`src/common/ssx_pkg.sv`:
```
package ssx_pkg;

  // ***************************************************************
  // operation codes presented by the decode stage
  // ***************************************************************
  typedef enum logic [4:0] {
    SSX_OP_NONE,
    SSX_OP_SET_BIT,
    SSX_OP_INC_SKIP_ZERO,
    SSX_OP_INC_COPY_SKIP_ZERO,
    SSX_OP_SKIP_NONZERO_BIT,
    SSX_OP_SKIP_NONZERO,
    SSX_OP_SKIP_ZERO_MEM,
    SSX_OP_COPY_SKIP_ZERO,
    SSX_OP_SKIP_ZERO_BIT,
    SSX_OP_SUB_MEM,
    SSX_OP_MINUS_TO_MEMORY,
    SSX_OP_SUB_IMM,
    SSX_OP_SWAP,
    SSX_OP_NIBBLE_EXCHANGE_TO_WORKING,
    SSX_OP_TABLE_READ_PAGED,
    SSX_OP_TABLE_READ_LAST_PAGE,
    SSX_OP_PREINC_TABLE_READ_PAGED,
    SSX_OP_PREINC_TABLE_READ_LAST,
    SSX_OP_XOR_MEM,
    SSX_OP_BITWISE_DIFFER_TO_MEMORY,
    SSX_OP_XOR_IMM
  } ssx_op_t;

  typedef enum {
    SSX_ST_IDLE,
    SSX_ST_TABLE,
    SSX_ST_DUMMY
  } ssx_state_t;

  // ***************************************************************
  // widths and reset values
  // ***************************************************************
  localparam int            SSX_DATA_W     = 8;
  localparam int            SSX_BIT_SEL_W  = 3;
  localparam int            SSX_NIB_W      = 4;
  localparam logic [7:0]    SSX_BYTE_ZERO  = 8'h00;
  localparam logic [7:0]    SSX_BYTE_ONE   = 8'h01;
  localparam logic [7:0]    SSX_LAST_PAGE  = 8'hFF;
  localparam logic [15:0]   SSX_WORD_ZERO  = 16'h0000;

endpackage

```
`src/rtl/ssx_exec.sv`:
```
`timescale 1ns/100ps

// Overview of operation
// - set bit forces one, flags untouched
// - increment memory, write back, skip if zero
// - skipping inserts a dummy cycle
// - increment copy to working, skip if zero
// - bit skip when selected bit is one
// - byte rewrite, skip when nonzero
// - byte rewrite, skip when zero
// - copy to working, skip when zero
// - bit skip when selected bit is zero
// - working minus memory into working
// - carry means no borrow
// - subtraction updates all six flags
// - working minus memory into memory
// - working minus immediate into working
// - swap memory nibbles in place
// - swapped nibbles into working register
// - paged table read via both pointers
// - last page table read via low pointer
// - preincrement low pointer then paged read
// - preincrement low pointer then last page read
// - xor memory into working, zero only
// - xor into memory, zero only
// - xor immediate into working, zero only
module ssx_exec
  import ssx_pkg::*;
#(
  parameter int DATA_W = SSX_DATA_W,
  parameter int ADDR_W = 8
)(
  input  wire logic                ref_clk,
  input  wire logic                rstn,
  input  wire logic                op_valid,
  input  ssx_op_t                  op_code,
  input  wire logic [ADDR_W-1:0]   op_addr,
  input  wire logic [2:0]          op_bit,
  input  wire logic [DATA_W-1:0]   op_imm,
  input  wire logic [DATA_W-1:0]   mem_rdata,
  input  wire logic [15:0]         prog_rdata,
  input  wire logic                prog_rvalid,
  input  wire logic                table_pointer_low_wr,
  input  wire logic                table_pointer_high_wr,
  input  wire logic [DATA_W-1:0]   table_pointer_wdata,
  output logic                     busy,
  output logic                     skip_dummy,
  output logic                     mem_we,
  output logic [ADDR_W-1:0]        mem_waddr,
  output logic [DATA_W-1:0]        mem_wdata,
  output logic                     prog_req,
  output logic [15:0]              prog_addr,
  output logic [DATA_W-1:0]        working_register,
  output logic [DATA_W-1:0]        table_pointer_low,
  output logic [DATA_W-1:0]        table_pointer_high,
  output logic [DATA_W-1:0]        table_high_byte_latch,
  output logic                     carry_flag,
  output logic                     zero_flag,
  output logic                     half_carry_flag,
  output logic                     signed_wrap_flag,
  output logic                     signed_carry_flag,
  output logic                     chained_zero_flag
);

  // ***************************************************************
  // arithmetic helpers
  // ***************************************************************
  function automatic logic [DATA_W:0] sub_ext(input logic [DATA_W-1:0] a,
                                              input logic [DATA_W-1:0] b);
    sub_ext = {1'b0, a} - {1'b0, b};
  endfunction

  function automatic logic [DATA_W-1:0] swap_nib(input logic [DATA_W-1:0] v);
    swap_nib = {v[SSX_NIB_W-1:0], v[DATA_W-1:SSX_NIB_W]};
  endfunction

  ssx_state_t                state;
  logic                      take;
  logic [DATA_W-1:0]         inc_val;
  logic [DATA_W-1:0]         sub_b;
  logic [DATA_W:0]           sub_wide;
  logic [SSX_NIB_W:0]        sub_low;
  logic [DATA_W-1:0]         sub_res;
  logic                      sub_ov;
  logic [DATA_W-1:0]         xor_b;
  logic [DATA_W-1:0]         xor_res;
  logic                      do_skip;
  logic                      is_sub;
  logic                      is_xor;
  logic                      is_tbl;
  logic                      is_preinc;
  logic                      is_last;
  logic [DATA_W-1:0]         next_tplo;
  logic [ADDR_W-1:0]         tbl_addr;

  assign take     = op_valid && (state == SSX_ST_IDLE);
  assign inc_val  = mem_rdata + SSX_BYTE_ONE;
  assign is_sub   = op_code inside {SSX_OP_SUB_MEM, SSX_OP_MINUS_TO_MEMORY, SSX_OP_SUB_IMM};
  assign sub_b    = (op_code == SSX_OP_SUB_IMM) ? op_imm : mem_rdata;
  assign sub_wide = sub_ext(working_register, sub_b);
  assign sub_low  = {1'b0, working_register[SSX_NIB_W-1:0]} - {1'b0, sub_b[SSX_NIB_W-1:0]};
  assign sub_res  = sub_wide[DATA_W-1:0];
  assign sub_ov   = (working_register[DATA_W-1] != sub_b[DATA_W-1])
                    && (sub_res[DATA_W-1] != working_register[DATA_W-1]);
  assign is_xor   = op_code inside {SSX_OP_XOR_MEM, SSX_OP_BITWISE_DIFFER_TO_MEMORY,
                                    SSX_OP_XOR_IMM};
  assign xor_b    = (op_code == SSX_OP_XOR_IMM) ? op_imm : mem_rdata;
  assign xor_res  = working_register ^ xor_b;
  assign is_tbl   = op_code inside {SSX_OP_TABLE_READ_PAGED, SSX_OP_TABLE_READ_LAST_PAGE,
                                    SSX_OP_PREINC_TABLE_READ_PAGED,
                                    SSX_OP_PREINC_TABLE_READ_LAST};
  assign is_preinc = op_code inside {SSX_OP_PREINC_TABLE_READ_PAGED,
                                     SSX_OP_PREINC_TABLE_READ_LAST};
  assign is_last  = op_code inside {SSX_OP_TABLE_READ_LAST_PAGE,
                                    SSX_OP_PREINC_TABLE_READ_LAST};
  assign next_tplo = is_preinc ? table_pointer_low + SSX_BYTE_ONE : table_pointer_low;

  // ***************************************************************
  // skip decision
  // ***************************************************************
  always_comb
  begin
    unique case (op_code)
      SSX_OP_INC_SKIP_ZERO:      do_skip = (inc_val == SSX_BYTE_ZERO);
      SSX_OP_INC_COPY_SKIP_ZERO: do_skip = (inc_val == SSX_BYTE_ZERO);
      SSX_OP_SKIP_NONZERO_BIT:   do_skip = mem_rdata[op_bit];
      SSX_OP_SKIP_NONZERO:       do_skip = (mem_rdata != SSX_BYTE_ZERO);
      SSX_OP_SKIP_ZERO_MEM:      do_skip = (mem_rdata == SSX_BYTE_ZERO);
      SSX_OP_COPY_SKIP_ZERO:     do_skip = (mem_rdata == SSX_BYTE_ZERO);
      SSX_OP_SKIP_ZERO_BIT:      do_skip = !mem_rdata[op_bit];
      default:                   do_skip = 1'b0;
    endcase
  end

  // ***************************************************************
  // sequencing
  // ***************************************************************
  always_ff @(posedge ref_clk)
  begin
    if (!rstn)
      state <= SSX_ST_IDLE;
    else
      unique case (state)
        SSX_ST_IDLE:
          if (take && is_tbl)
            state <= SSX_ST_TABLE;
          else if (take && do_skip)
            state <= SSX_ST_DUMMY;
        SSX_ST_TABLE:
          if (prog_rvalid)
            state <= SSX_ST_IDLE;
        SSX_ST_DUMMY:
          state <= SSX_ST_IDLE;
      endcase
  end

  always_ff @(posedge ref_clk)
  begin
    if (!rstn)
    begin
      busy       <= 1'b0;
      skip_dummy <= 1'b0;
    end
    else
    begin
      busy       <= (take && (is_tbl || do_skip)) || (state == SSX_ST_TABLE && !prog_rvalid);
      skip_dummy <= take && do_skip && !is_tbl;
    end
  end

  // ***************************************************************
  // table pointers and program read
  // ***************************************************************
  always_ff @(posedge ref_clk)
  begin
    if (!rstn)
    begin
      table_pointer_low  <= SSX_BYTE_ZERO;
      table_pointer_high <= SSX_BYTE_ZERO;
      prog_req           <= 1'b0;
      prog_addr          <= SSX_WORD_ZERO;
      tbl_addr           <= '0;
    end
    else
    begin
      prog_req <= take && is_tbl;
      if (take && is_tbl)
      begin
        table_pointer_low <= next_tplo;
        tbl_addr          <= op_addr;
        if (is_last)
          prog_addr <= {SSX_LAST_PAGE, next_tplo};
        else
          prog_addr <= {table_pointer_high, next_tplo};
      end
      else if (table_pointer_low_wr)
        table_pointer_low <= table_pointer_wdata;
      if (table_pointer_high_wr)
        table_pointer_high <= table_pointer_wdata;
    end
  end

  always_ff @(posedge ref_clk)
  begin
    if (!rstn)
      table_high_byte_latch <= SSX_BYTE_ZERO;
    else if (state == SSX_ST_TABLE && prog_rvalid)
      table_high_byte_latch <= prog_rdata[15:8];
  end

  // ***************************************************************
  // data memory write port
  // ***************************************************************
  always_ff @(posedge ref_clk)
  begin
    if (!rstn)
    begin
      mem_we    <= 1'b0;
      mem_waddr <= '0;
      mem_wdata <= SSX_BYTE_ZERO;
    end
    else if (state == SSX_ST_TABLE)
    begin
      mem_we    <= prog_rvalid;
      mem_waddr <= tbl_addr;
      mem_wdata <= prog_rdata[7:0];
    end
    else
    begin
      mem_we    <= take && (op_code inside {SSX_OP_SET_BIT, SSX_OP_INC_SKIP_ZERO,
                                            SSX_OP_SKIP_NONZERO, SSX_OP_SKIP_ZERO_MEM,
                                            SSX_OP_MINUS_TO_MEMORY, SSX_OP_SWAP,
                                            SSX_OP_BITWISE_DIFFER_TO_MEMORY});
      mem_waddr <= op_addr;
      if (take)
        unique case (op_code)
          SSX_OP_SET_BIT:
            mem_wdata <= mem_rdata | (SSX_BYTE_ONE << op_bit);
          SSX_OP_INC_SKIP_ZERO:
            mem_wdata <= inc_val;
          SSX_OP_SKIP_NONZERO, SSX_OP_SKIP_ZERO_MEM:
            mem_wdata <= mem_rdata;
          SSX_OP_MINUS_TO_MEMORY:
            mem_wdata <= sub_res;
          SSX_OP_SWAP:
            mem_wdata <= swap_nib(mem_rdata);
          SSX_OP_BITWISE_DIFFER_TO_MEMORY:
            mem_wdata <= xor_res;
          default:
            mem_wdata <= mem_wdata;
        endcase
    end
  end

  // ***************************************************************
  // working register
  // ***************************************************************
  always_ff @(posedge ref_clk)
  begin
    if (!rstn)
      working_register <= SSX_BYTE_ZERO;
    else if (take)
      unique case (op_code)
        SSX_OP_INC_COPY_SKIP_ZERO:   working_register <= inc_val;
        SSX_OP_COPY_SKIP_ZERO:       working_register <= mem_rdata;
        SSX_OP_SUB_MEM:              working_register <= sub_res;
        SSX_OP_SUB_IMM:              working_register <= sub_res;
        SSX_OP_NIBBLE_EXCHANGE_TO_WORKING:
          working_register <= swap_nib(mem_rdata);
        SSX_OP_XOR_MEM:              working_register <= xor_res;
        SSX_OP_XOR_IMM:              working_register <= xor_res;
        default:                     working_register <= working_register;
      endcase
  end

  // ***************************************************************
  // status flags
  // ***************************************************************
  always_ff @(posedge ref_clk)
  begin
    if (!rstn)
    begin
      carry_flag        <= 1'b0;
      zero_flag         <= 1'b0;
      half_carry_flag   <= 1'b0;
      signed_wrap_flag  <= 1'b0;
      signed_carry_flag <= 1'b0;
      chained_zero_flag <= 1'b0;
    end
    else if (take && is_sub)
    begin
      carry_flag        <= !sub_wide[DATA_W];
      half_carry_flag   <= !sub_low[SSX_NIB_W];
      signed_wrap_flag  <= sub_ov;
      zero_flag         <= (sub_res == SSX_BYTE_ZERO);
      signed_carry_flag <= sub_ov ^ sub_res[DATA_W-1];
      chained_zero_flag <= (sub_res == SSX_BYTE_ZERO);
    end
    else if (take && is_xor)
      zero_flag <= (xor_res == SSX_BYTE_ZERO);
  end

  // ***************************************************************
  // checks
  // ***************************************************************
  property p_skip_dummy;
    @(posedge ref_clk) disable iff (!rstn)
    (take && do_skip && !is_tbl) |=> skip_dummy && busy ##1 !skip_dummy;
  endproperty
  a_skip_dummy: assert property (p_skip_dummy) else $error("skip without dummy");

  property p_inc_skip;
    @(posedge ref_clk) disable iff (!rstn)
    (take && op_code == SSX_OP_INC_SKIP_ZERO) |=> mem_we && (mem_wdata == $past(inc_val))
      && (skip_dummy == (mem_wdata == SSX_BYTE_ZERO));
  endproperty
  a_inc_skip: assert property (p_inc_skip) else $error("increment skip wrong");

  property p_inc_copy;
    @(posedge ref_clk) disable iff (!rstn)
    (take && op_code == SSX_OP_INC_COPY_SKIP_ZERO) |=> !mem_we
      && (skip_dummy == (working_register == SSX_BYTE_ZERO));
  endproperty
  a_inc_copy: assert property (p_inc_copy) else $error("increment copy wrong");

  property p_bit_skip;
    @(posedge ref_clk) disable iff (!rstn)
    (take && op_code == SSX_OP_SKIP_ZERO_BIT) |=> skip_dummy != $past(mem_rdata[op_bit]);
  endproperty
  a_bit_skip: assert property (p_bit_skip) else $error("bit zero skip wrong");

  property p_sub_carry;
    @(posedge ref_clk) disable iff (!rstn)
    (take && op_code == SSX_OP_SUB_MEM) |=>
      carry_flag == ($past(working_register) >= $past(mem_rdata));
  endproperty
  a_sub_carry: assert property (p_sub_carry) else $error("borrow flag wrong");
  property p_sub_mem;
    @(posedge ref_clk) disable iff (!rstn)
    (take && op_code == SSX_OP_MINUS_TO_MEMORY) |=> mem_we && $stable(working_register)
      && zero_flag == (mem_wdata == SSX_BYTE_ZERO);
  endproperty
  a_sub_mem: assert property (p_sub_mem) else $error("subtract to memory wrong");
  property p_xor_flags;
    @(posedge ref_clk) disable iff (!rstn)
    (take && op_code == SSX_OP_XOR_IMM) |=> $stable(carry_flag) && $stable(half_carry_flag)
      && zero_flag == (working_register == SSX_BYTE_ZERO);
  endproperty
  a_xor_flags: assert property (p_xor_flags) else $error("xor flags wrong");
  property p_table_latch;
    @(posedge ref_clk) disable iff (!rstn)
    (state == SSX_ST_TABLE && prog_rvalid) |=> mem_we
      && table_high_byte_latch == $past(prog_rdata[15:8]);
  endproperty
  a_table_latch: assert property (p_table_latch) else $error("table read wrong");
  property p_last_page;
    @(posedge ref_clk) disable iff (!rstn)
    (take && op_code == SSX_OP_PREINC_TABLE_READ_LAST) |=> prog_req
      && table_pointer_low == $past(table_pointer_low) + SSX_BYTE_ONE
      && prog_addr == {SSX_LAST_PAGE, table_pointer_low};
  endproperty
  a_last_page: assert property (p_last_page) else $error("last page address wrong");

endmodule

```
`config.mk`:
```
export PLATFORM = sky130hd
export DESIGN_NAME = ssx_exec
export DESIGN_NICKNAME = d
export VERILOG_FILES = /design/src/common/ssx_pkg.sv /design/src/rtl/ssx_exec.sv
export SDC_FILE = /design/constraint.sdc
export NUM_CORES = 1
export LEC_CHECK = 0
export BUFFER_PORTS_ARGS = -buffer_cell sky130_fd_sc_hd__buf_4
export CORE_ASPECT_RATIO = 0.7
export CORE_MARGIN = 3
export CORE_UTILIZATION = 37
export CTS_BUF_LIST = sky130_fd_sc_hd__clkbuf_16
export CTS_CLUSTER_SIZE = 40
export DETAILED_ROUTE_END_ITERATION = 12
export PLACE_DENSITY_LB_ADDON = 0.15
export SLEW_MARGIN = 40
export SYNTH_ARGS = -nofsm -noshare
export SYNTH_HDL_FRONTEND = slang
export SYNTH_SLANG_ARGS = --single-unit
```
`constraint.sdc`:
```
create_clock -name ref_clk -period 3.6 [get_ports ref_clk]
set_input_delay 0.18 -clock ref_clk [delete_from_list [all_inputs] [get_ports ref_clk]]
set_output_delay 0.18 -clock ref_clk [all_outputs]
set_load 0.005 [all_outputs]
```
* Yosys cells after proc, flatten, opt, wreduce, memory -nomap -nowiden
Cells that the tools add are included.
** Word-level totals
- Output and inout bits :: 74
- Input bits :: 62
- Bits in registers :: 114
- Word-level logic and storage cells :: 120
** Cells by class
- Mux-type cells :: 21
- Eq/ne operators :: 27
- Add/sub/neg operators :: 4
- Reduce and logical (&&, ||, !) cells :: 44
- $lt $le $gt $ge :: 1
- Bitwise operators :: 3
- Shift-type cells :: 1
** Operator list (number)
- two-way mux 32 bit :: 3
- case mux 32 bit (3 select lines) :: 1
- equality test 32 x 2 -> 1 bit (second input constant) :: 2
- zero test 32 bit :: 2
- two-way mux 8 bit :: 8
- case mux 8 bit (6 select lines) :: 1
- equality test 5 x 4 -> 1 bit (second input constant) :: 8
- case mux 8 bit (5 select lines) :: 1
- equality test 32 x 1 -> 1 bit (second input constant) :: 1
- zero test 8 bit :: 4
- equality test 5 bit (second input constant) :: 5
- equality test 5 x 3 -> 1 bit (second input constant) :: 4
- adder 8 x 1 -> 8 bit (second input constant) :: 2
- two-way mux 16 bit :: 1
- nonzero test 7 bit :: 2
- logical AND 1 bit :: 11
- equality test 5 x 2 -> 1 bit (second input constant) :: 2
- nonzero test 2 bit :: 5
- OR reduction 2 bit :: 5
- subtractor 8 x 8 -> 9 bit :: 1
- bitwise OR 8 bit :: 1
- nonzero test 8 bit :: 1
- left shift 1 x 3 -> 8 bit (first input constant) :: 1
- XOR 8 bit :: 1
- other kinds (16) :: 28

* Longest topological paths before layout
Gate-level depths: netlist of run 1.
- Word-level depth :: 8
- Mapped depth :: 18
- Mapped depth without buffers :: 16

* Worst setup path before layout of run 1
No wires, ideal clock.
- Path type :: input to register
- Start point :: input op_code[0]
- End point :: register zero_flag
- Library setup time :: 74 ps
- Cell stages on the path :: 18
- Slack :: -263 ps
- Arrival time :: 3789 ps
- Data required time :: 3526 ps
- Buffers on the path :: 2
- Cell sequence :: clkbuf_1 > buf_2 > nand3b_1 > nor2_1 > nand2_1 > mux2_2 > inv_1 > ha_1 > nand2b_1 > a21oi_1 > o31a_1 > o21a_1 > nor2_1 > fa_1 > nand4_1 > or4_1 > or3_1 > a31oi_1
** On the way
- Longest elaborated chain between the ends :: 6
- Elaborated cells on any way between the ends :: 19
- Classes of those cells :: add/sub (1); eq/ne (6); mux (4); bitwise (1); reduce/logical (7)
** RTL lines
- start, declared :: line ssx_exec.sv:36 : input ssx_op_t op_code,
- branches (longest 6 deep; another with subtractor 8 x 8 -> 9 bit)
- end signal, assigned :: line ssx_exec.sv:295 : zero_flag <= (sub_res == SSX_BYTE_ZERO);
- end signal, assigned :: line ssx_exec.sv:300 : zero_flag <= (xor_res == SSX_BYTE_ZERO);
- end, declared :: line ssx_exec.sv:58 : output logic zero_flag,
Several ways; the timed one is not identified. The select of a mux whose other input is x is not followed.
A chain may end at the register's enable or synchronous reset.

* Worst setup path in the final report of run 1
- Start point :: input op_code[4]
- End point :: register chained_zero_flag
** On the way
- Longest elaborated chain between the ends :: 4
- Elaborated cells on any way between the ends :: 8
- Classes of those cells :: add/sub (1); eq/ne (3); mux (1); reduce/logical (3)
** RTL lines
- equality test 5 x 4 -> 1 bit :: line ssx_exec.sv:98, ssx_exec.sv:99
- two-way mux 8 bit :: line ssx_exec.sv:99 : assign sub_b = (op_code == SSX_OP_SUB_IMM) ? op_imm : mem_rdata;
- subtractor 8 x 8 -> 9 bit :: line ssx_exec.sv:70 : sub_ext = {1'b0, a} - {1'b0, b};
- zero test 8 bit :: line ssx_exec.sv:297 : chained_zero_flag <= (sub_res == SSX_BYTE_ZERO);
- end signal, assigned :: line ssx_exec.sv:297
- end, declared :: line ssx_exec.sv:62 : output logic chained_zero_flag
Parallel ways exist; a longest one is shown, timed or not.

==> reports/metrics.yaml, run 1 <==
outcome:
  outcome: "finished clean"
power_and_ir_drop:
  powerDensity_nw_per_um2: 386.1
  leakagePower_nw: 2.813
  peakVddDrop_uv: 239.8
  power_mw: 2.666
synthesis:
  synth_edf_count: 0
  synth.cell_area_um2: 5439
  yosysSeqAreaShare_pct: 30.92
  ys.flop_type: "dfxtp_1"
  yosysWarnings: 0
  yosysTopAreaCell: "dfxtp_1"
  synth_most_common_cell: "dfxtp_1"
  synth_top_area_share_pct: 30.92
  ys_seq_elements: 84
  synth.area.top_cells: "dfxtp_1, nor2_1, mux2i_1, a21oi_1, nand2_1"
  synth_cell_types: 75
  syn_inst: 696
  synth_async_sr_flop_share_pct: 0
  synthTopCellsByCount: "dfxtp_1, nor2_1, nand2_1, a21oi_1, nor3_1"
  avgSynthCellArea_um2: 7.815
  synth_nets: 774
sta:
  grt_setup_unrepaired: "no"
  hold_violations: 0
  fin_crit_sh_pct: 90.14
  min_period_ns: 3.245
  finalMaxSlewViolations: 0
  max_freq_ghz: 0.3082
  skew_ns: 0.009403
  setup_viol: 0
  max-slew-margin-rel_pct: 43.17
  fin_setup_tns_ns: 0
  tightest_slew_ns: 0.8493
  whs_ns: 0.08283
setup_path:
  crit_type: "input port to flip-flop"
  end_kind: "flip-flop"
  cp-start-kind: "input port"
  cp.required_ns: 3.85
  cp_data_arrival_time_ns: 3.50
  critPathMaxFanout: 5
placement:
  gp_congestion: 0.9787
  placed_area_um2: 6624
  port-buffer-count: 135
  hpwlAfterDp_mm: 14.72
die:
  ioPinCount: 136
  chipHeight_um: 107.4
  start_util_pct: 38.46
  die_w_um: 150.9
  row_count: 36
  die_area_um2: 16210
  core_area_um2: 14140
cells_and_area:
  nFillCells: 1378
  antennaDiodeCount: 0
  area_delta_synth_final_pct: 26.96
  final_core_utilization_pct: 48.82
  seqCellArea_um2: 1682
  multi_input_area_um2: 3488
  final_nets: 886
  design_area_um2: 6905
  drive_gt1_share_pct: 23.49
route:
  num_vias: 5952
  wirelength_mm: 19.81
  initialDrtViolationCount: 522
  viasPerCell: 5.934
  wire_per_inst_um: 19.75
  drc: 0
  dr.pass1.iters: 5
  detail-route-antenna-nets: 0
clock_network:
  ctsHtreeMaxLevel: 3
  postCtsSetupBuffers: 0
  cts_max_path_buffers: 2
  clk_latency_ns: 0.34
  cts_tree: "done"
  postCtsHoldBufs: 0
  cts-root-buf: "clkbuf_16"
  cts_num_sinks: 84
  cts_buffers: 9
  clkTransAtPathRegs_ns: 0.07
  ctsResizeCount: 0
flow_run:
  max_cap_viol_count: 0
global_route:
  overflow: 0
  track_usage_pct: 23.50
  antenna_found_initial: 0
  grt_max_degree: 48
  grt_pass1_vias: 5414
  grt_first_pass_wirelength_mm: 30.02
min_path:
  hp-class: "input port to flip-flop"
## layout make-up
class / instances / area share [%]
tap: 190 / 3.443
sequential: 84 / 24.35
multi-input combinational: 541 / 50.52
clock buffer: 9 / 3.261
clock inverter: 7 / 0.7972
inverter: 20 / 1.105
timing repair buffer: 152 / 16.52
## cells in the final DEF, fill, tap and decap left out, types with 12 or more instances in the layout
cell type	netlist	final
a21oi_1	46	45
buf_4	1	152
o21ai_0	31	31
xor2_1	12	12
ha_1	14	14
inv_1	19	19
nand2_1	56	55
nor2_1	77	76
nand3_1	25	25
nor2b_1	20	20
nor3_1	36	35
mux2i_1	28	28
dfxtp_1	84	84
## critical path, stage by stage
cell and delay, ns:
buf_4 0.11, nand3b_1 0.22, nor2_4 0.13, nand2_2 0.14
mux2_2 0.28, inv_1 0.05, ha_1 0.26, nand2b_1 0.07
a21oi_1 0.22, o31a_1 0.18, o21a_1 0.12, nor2_1 0.04
fa_1 0.52, nand4_1 0.09, or4_1 0.38, or3_1 0.35
a21oi_1 0.15
## registers in the layout, indices dropped and copies added (netlist names), 8 cells and up
name and count:
prog_addr 16, working_register 8, table_pointer_high 8, tbl_addr 8, table_high_byte_latch 8, table_pointer_low 8
mem_waddr 8, mem_wdata 8
## layer usage
metal  track usage [%]  vias to the layer above  wire length (um)
li1                  -                     2793                 -
met1             35.35                     2814              9215
met2             33.91                      316              8229
met3             5.934                       29              2122
met4             4.269                        0               243
met5                 0                        -                 0
## power by group
group	internal (mW)	total [mW]	switching (mW)
clock network	0.477	0.900	0.423
registers	0.995	1.05	0.0556
logic	0.307	0.715	0.408
## metrics by stage
step           instances  setup slack [ns]
6_report            1003            0.3550
4_1_cts             1003            0.3664
2_1_floorplan        696           0.06908
3_5_place_dp         987           0.02455
5_1_grt             1003           0.09502
3_3_place_gp         987            0.1562
## final timing paths
kind | from | end | slack [ns] | depth (start not counted)
max | op_code[4] | chained_zero_flag | 0.36 | 17
min | op_addr[5] | mem_waddr[5] | 0.08 | 3
max reg2reg | working_register[0] | chained_zero_flag | 0.58 | 12
min reg2reg | table_high_byte_latch[6] | table_high_byte_latch[6] | 0.46 | 2
## logic make-up after synthesis
logic type	Yosys count	share of synthesized area, %
AND/OR/NAND/NOR	294	27.84
adder cells (fa/ha/maj)	16	3.957
buffers and inverters	71	5.291
multiplexers	33	6.188
XOR/XNOR	20	3.221
AO/OA/AOI/OAI	178	22.59
flip-flops	84	30.92
Note: power is estimated with default switching activity, not from simulation.
==> run 2: changes to the inputs <==
Settings changed: CORE_UTILIZATION 37 to 41.
==> reports/metrics.yaml, run 2 (synthesized netlist as in run 1, its figures left out) <==
die:
  row_count: 34  # -5.6%
  die_w_um: 143.7  # -4.8%
  start_util_pct: 42.90  # +4.4 points
  core_area_um2: 12680  # -10%
  die_area_um2: 14710  # -9.3%
  ioPinCount: 136  # unchanged
  chipHeight_um: 102.4  # -4.7%
route:
  wire_per_inst_um: 19.73  # about the same
  num_vias: 5929  # -0.39%
  viasPerCell: 6.075  # +2.4%
  wirelength_mm: 19.26  # -2.8%
  drc: 0  # unchanged
  initialDrtViolationCount: 620  # +19%
  detail-route-antenna-nets: 0  # unchanged
  dr.pass1.iters: 6  # +1
sta:
  tightest_slew_ns: 0.9408  # +0.09144 ns
  finalMaxSlewViolations: 0  # unchanged
  skew_ns: 0.007200  # -0.002203 ns
  setup_viol: 0  # unchanged
  fin_crit_sh_pct: 88.53  # -1.6 points
  grt_setup_unrepaired: "no"
  hold_violations: 0  # unchanged
  fin_setup_tns_ns: 0  # unchanged
  min_period_ns: 3.187  # -0.05806 ns
  whs_ns: 0.07915  # -0.003684 ns
  max_freq_ghz: 0.3138  # +1.8%
  max-slew-margin-rel_pct: 36.80  # -6.4 points
power_and_ir_drop:
  power_mw: 2.714  # +1.8%
  peakVddDrop_uv: 222.6  # -7.2%
  leakagePower_nw: 2.829  # +0.55%
  powerDensity_nw_per_um2: 393.5  # +1.9%
clock_network:
  ctsHtreeMaxLevel: 3  # unchanged
  clk_latency_ns: 0.35  # about the same
  clkTransAtPathRegs_ns: 0.06  # about the same
  cts_buffers: 9  # unchanged
  cts-root-buf: "clkbuf_16"
  cts_tree: "done"
  cts_max_path_buffers: 2  # unchanged
  ctsResizeCount: 0  # unchanged
  postCtsHoldBufs: 0  # unchanged
  cts_num_sinks: 84  # unchanged
  postCtsSetupBuffers: 0  # unchanged
setup_path:
  crit_type: "input port to flip-flop"
  end_kind: "flip-flop"
  slowest_delay_ns: 0.50  # -0.02 ns
  cp.required_ns: 3.87  # +0.02 ns
  crit_buf_inv: 2  # unchanged
  critPathMaxFanout: 5  # unchanged
  worstPathCellList: "buf_4 -> nand3b_1 -> nor2_4 -> nand2_2 -> mux2_2 -> inv_1 -> ha_1 -> nand2b_1 -> a21oi_1 -> o31a_1 -> o21a_1 -> nor2_1 -> fa_1 -> nand4_1 -> or4_1 -> or3_1 -> a31oi_1"
  critPathTopFamily: "simple AND/OR/NAND/NOR gates"
  cp-start-kind: "input port"
  cp_data_arrival_time_ns: 3.46  # -0.04 ns
  critPathSlowestCell: "fa_1"
global_route:
  grt_max_degree: 65  # +35%
  antenna_found_initial: 0  # unchanged
  grt_first_pass_wirelength_mm: 29.89  # -0.42%
  track_usage_pct: 25.75  # +2.2 points
  overflow: 0  # unchanged
  grt_pass1_vias: 5371  # -0.79%
placement:
  placed_area_um2: 6596  # -0.42%
  gp_congestion: 0.9522  # -2.7%
  port-buffer-count: 135  # unchanged
  hpwlAfterDp_mm: 14.17  # -3.7%
min_path:
  hp-class: "input port to flip-flop"
outcome:
  outcome: "finished clean"
cells_and_area:
  design_area_um2: 6898  # -0.11%
  largest_register_ffs: 16  # unchanged
  final_nets: 887  # +0.11%
  top_register: "prog_addr"
  area_delta_synth_final_pct: 26.82
  nFillCells: 1235  # -10%
  final_core_utilization_pct: 54.41  # +5.6 points
  drive_gt1_share_pct: 23.46  # -0.029 points
  seqCellArea_um2: 1682  # unchanged
  antennaDiodeCount: 0  # unchanged
  final_common_cell: "buf_4"
  multi_input_area_um2: 3486  # about the same
  layout_common_cells: "buf_4, dfxtp_1, nor2_1, nand2_1, a21oi_1"
flow_run:
  max_cap_viol_count: 0  # unchanged
## run 2: changes by cell type in the layout (fill, tap and decap cells not counted), sizes merged
cell,previous run,this run
clkinv,2,0
clkinvlp,2,3
buf,152,153
bufinv,0,1
## run 2: worst min-delay path, stage by stage
cell	delay [ns]
buf_4	0.08
mux2i_1	0.05
nor2_1	0.07
## run 2: worst paths after layout
path                   to                 from  cells after the start  slack [ns]
max             zero_flag           op_code[4]                     17        0.41
min          mem_waddr[3]           op_addr[3]                      3        0.08
max reg2reg     zero_flag  working_register[0]                     12        0.63
min reg2reg   tbl_addr[5]          tbl_addr[5]                      2        0.46
## run 2: final cells by class
cell class              instances  share of cell area [%]
clock inverters                 7                   1.106
inverters                      20                   1.125
well taps                     162                   2.939
repair buffers                153                   16.65
clock buffers                   9                   3.265
multi-input cells             541                   50.54
flip-flops and latches         84                   24.38
## run 2: per-stage QoR
step,setup WS (ns),std cells
2_1_floorplan,0.06908,696
3_3_place_gp,0.1942,960
3_5_place_dp,0.07966,960
4_1_cts,0.4319,976
5_1_grt,0.2328,976
6_report,0.4131,976
## run 2: power breakdown
part | switching, mW | internal, mW | total, mW
registers | 0.0533 | 0.996 | 1.05
logic | 0.406 | 0.308 | 0.714
clock network | 0.409 | 0.542 | 0.951
total | 0.868 | 1.85 | 2.71
## run 2: metal layers
metal / up-vias / part of all wire, % / wire length, um / GRT usage [%]
met5: - / 0 / 0 / 0
met1: 2812 / 48 / 9155 / 38.12
met3: 41 / 9.1 / 1760 / 6.221
met4: 0 / 2.0 / 392 / 7.959
met2: 304 / 41 / 7950 / 36.80
li1: 2772 / - / - / -
==> run 3: changes to the inputs <==
Settings changed: BUFFER_PORTS_ARGS -buffer_cell sky130_fd_sc_hd__buf_4 to -buffer_cell sky130_fd_sc_hd__buf_2.
Clock period 3.6 ns to 2.8 ns, I/O delays scaled along.
==> reports/metrics.yaml, run 3 (synthesized netlist as in run 1, its figures left out) <==
die:
  core_area_um2: 12680  # unchanged
  die_area_um2: 14710  # unchanged
  die_w_um: 143.7  # unchanged
  chipHeight_um: 102.4  # unchanged
  row_count: 34  # unchanged
  ioPinCount: 136  # unchanged
  start_util_pct: 42.90  # unchanged
setup_path:
  crit_start: "op_code[4]"
  rrSetupSlack_ns: -0.08  # -0.71 ns
  worstPathCellList: "buf_6 -> nand3b_1 -> nor2_4 -> nand2_4 -> mux2_4 -> ha_4 -> nand2b_4 -> a21oi_4 -> o31a_1 -> o21a_1 -> nor2_2 -> fa_1 -> nand4_1 -> or4_1 -> or3_4 -> a31oi_1"
  cp_data_arrival_time_ns: 3.41  # -0.05 ns
  timing.rr.end: "zero_flag"
  cp-start-kind: "input port"
  slowest_delay_ns: 0.55  # +0.05 ns
  cp.required_ns: 3.07  # -0.80 ns
  crit_type: "input port to flip-flop"
  cp.depth: 16  # -1
  critPathTopFamily: "simple AND/OR/NAND/NOR gates"
  critPathSlowestCell: "fa_1"
  endpoint: "zero_flag"
  r2r_cells: 12  # unchanged
  critPathMaxFanout: 5  # unchanged
  crit_buf_inv: 1  # -1
  reg2reg_from: "working_register[0]"
  end_kind: "flip-flop"
power_and_ir_drop:
  power_mw: 3.468  # +28%
  powerDensity_nw_per_um2: 496.0  # +26%
  peakVddDrop_uv: 262.7  # +18%
  leakagePower_nw: 3.026  # +7.0%
route:
  wirelength_mm: 19.18  # -0.43%
  wire_per_inst_um: 18.78  # -4.8%
  num_vias: 6050  # +2.0%
  dr.pass1.iters: 6  # unchanged
  detail-route-antenna-nets: 0  # unchanged
  viasPerCell: 5.926  # -2.5%
  initialDrtViolationCount: 721  # +16%
  drc: 0  # unchanged
placement:
  port-buffer-count: 135  # unchanged
  placed_area_um2: 6620  # +0.36%
  hpwlAfterDp_mm: 14.52  # +2.5%
  gp_congestion: 1.000  # +5.0%
flow_run:
  max_cap_viol_count: 0  # unchanged
cells_and_area:
  largest_register_ffs: 16  # unchanged
  layout_common_cells: "buf_2, dfxtp_1, nor2_1, buf_4, nand2_1"
  top_register: "prog_addr"
  drive_gt1_share_pct: 29.34  # +5.9 points
  final_core_utilization_pct: 55.16  # +0.75 points
  antennaDiodeCount: 0  # unchanged
  final_common_cell: "buf_2"
  area_delta_synth_final_pct: 28.57
  design_area_um2: 6993  # +1.4%
  final_nets: 932  # +5.1%
  nFillCells: 1194  # -3.3%
sta:
  grt_setup_unrepaired: "yes"
  setup_viol: 7  # +7
  max-slew-margin-rel_pct: 49.54  # +13 points
  max_freq_ghz: 0.3179
  finalMaxSlewViolations: 0  # unchanged
  skew_ns: 0.01127  # +0.004069 ns
  postLayoutSetupSlackWorst_ns: -0.3458  # -0.7589 ns
  fin_crit_sh_pct: 112.4
  tightest_slew_ns: 0.7551  # -0.1857 ns
  min_period_ns: 3.146
  hold_violations: 0  # unchanged
clock_network:
  ctsHtreeMaxLevel: 3  # unchanged
  cts_tree: "done"
  cts_buffers: 9  # unchanged
  cts-root-buf: "clkbuf_16"
  cts_num_sinks: 84  # unchanged
  clk_latency_ns: 0.34  # about the same
  cts_max_path_buffers: 2  # unchanged
  clkTransAtPathRegs_ns: 0.07  # about the same
  postCtsHoldBufs: 0  # unchanged
global_route:
  antenna_found_initial: 1  # +1
  grt_first_pass_wirelength_mm: 29.77  # -0.39%
  grt_pass1_vias: 5562  # +3.6%
  overflow: 0  # unchanged
  grt_max_degree: 51  # -22%
  track_usage_pct: 25.61  # -0.15 points
min_path:
  hp-start: "op_addr[2]"
  hp-class: "input port to flip-flop"
outcome:
  outcome: "finished with violations"
  violations: "negative setup slack"
## run 3: worst min path at each step
| stage | end | slack (ns) | depth (start not counted) |
|---|---|---|---|
| final | tbl_addr[2] | 0.05 | 3 |
| after global routing | tbl_addr[3] | 0.04 | 3 |
| after CTS | tbl_addr[2] | 0.04 | 3 |
| after detailed placement | mem_wdata[0] | 0.39 | 3 |
| after global placement | mem_wdata[0] | 0.38 | 3 |
| after floorplan | mem_wdata[0] | 0.28 | 2 |
## run 3: worst reg2reg max path, stage by stage (launching register included)
cell and delay, ns:
dfxtp_1 0.34, inv_1 0.09, ha_4 0.16, nand2b_4 0.15, a21oi_4 0.16, o31a_1 0.19
o21a_1 0.13, nor2_2 0.05, fa_1 0.55, nand4_1 0.09, or4_1 0.42, or3_4 0.35
a31oi_1 0.14
## run 3: area by class of cell
class,instances,area (um^2),area share [%]
timing repair buffer,198,1159,16.57
multi-input combinational,541,3592,51.37
tap,162,202.7,2.899
clock buffer,9,225.2,3.221
inverter,20,77.57,1.109
clock inverter,7,55.05,0.7873
sequential,84,1682,24.05
## run 3: stage by stage
stage / cells / setup WS, ns / hold WS, ns / TNS [ns]
global route: 1021 / -0.4505 / 0.04122 / -2.001
finish: 1021 / -0.3458 / 0.04827 / -1.022
detailed placement: 1001 / -0.7031 / 0.3930 / -3.623
CTS: 1019 / -0.2930 / 0.03651 / -0.7824
floorplan: 696 / -0.5984 / 0.2755 / -1.962
global placement: 1001 / -0.5800 / 0.3825 / -2.718
## run 3: repair_timing
action | CTS | global route
gates resized for setup | 11 | 5
setup buffers | 2 | 2
pin swaps | 6 | 3
endpoints found under the setup margin | 4 | 7
cloned | 0 | 0
## run 3: where the power goes
part           total, mW  switching (mW)  internal [mW]
clock               1.15           0.541          0.613
combinational      0.974           0.553          0.421
sequential          1.34          0.0604           1.28
## run 3: layer usage
| layer | share of wire, % | up-vias | wire [um] | track usage, % |
|---|---|---|---|---|
| li1 | - | 2883 | - | - |
| met3 | 10 | 10 | 1999 | 7.109 |
| met4 | 0.44 | 2 | 85 | 3.980 |
| met5 | 0.037 | - | 7 | 0 |
| met1 | 47 | 2854 | 9048 | 38.63 |
| met2 | 42 | 301 | 8035 | 36.91 |
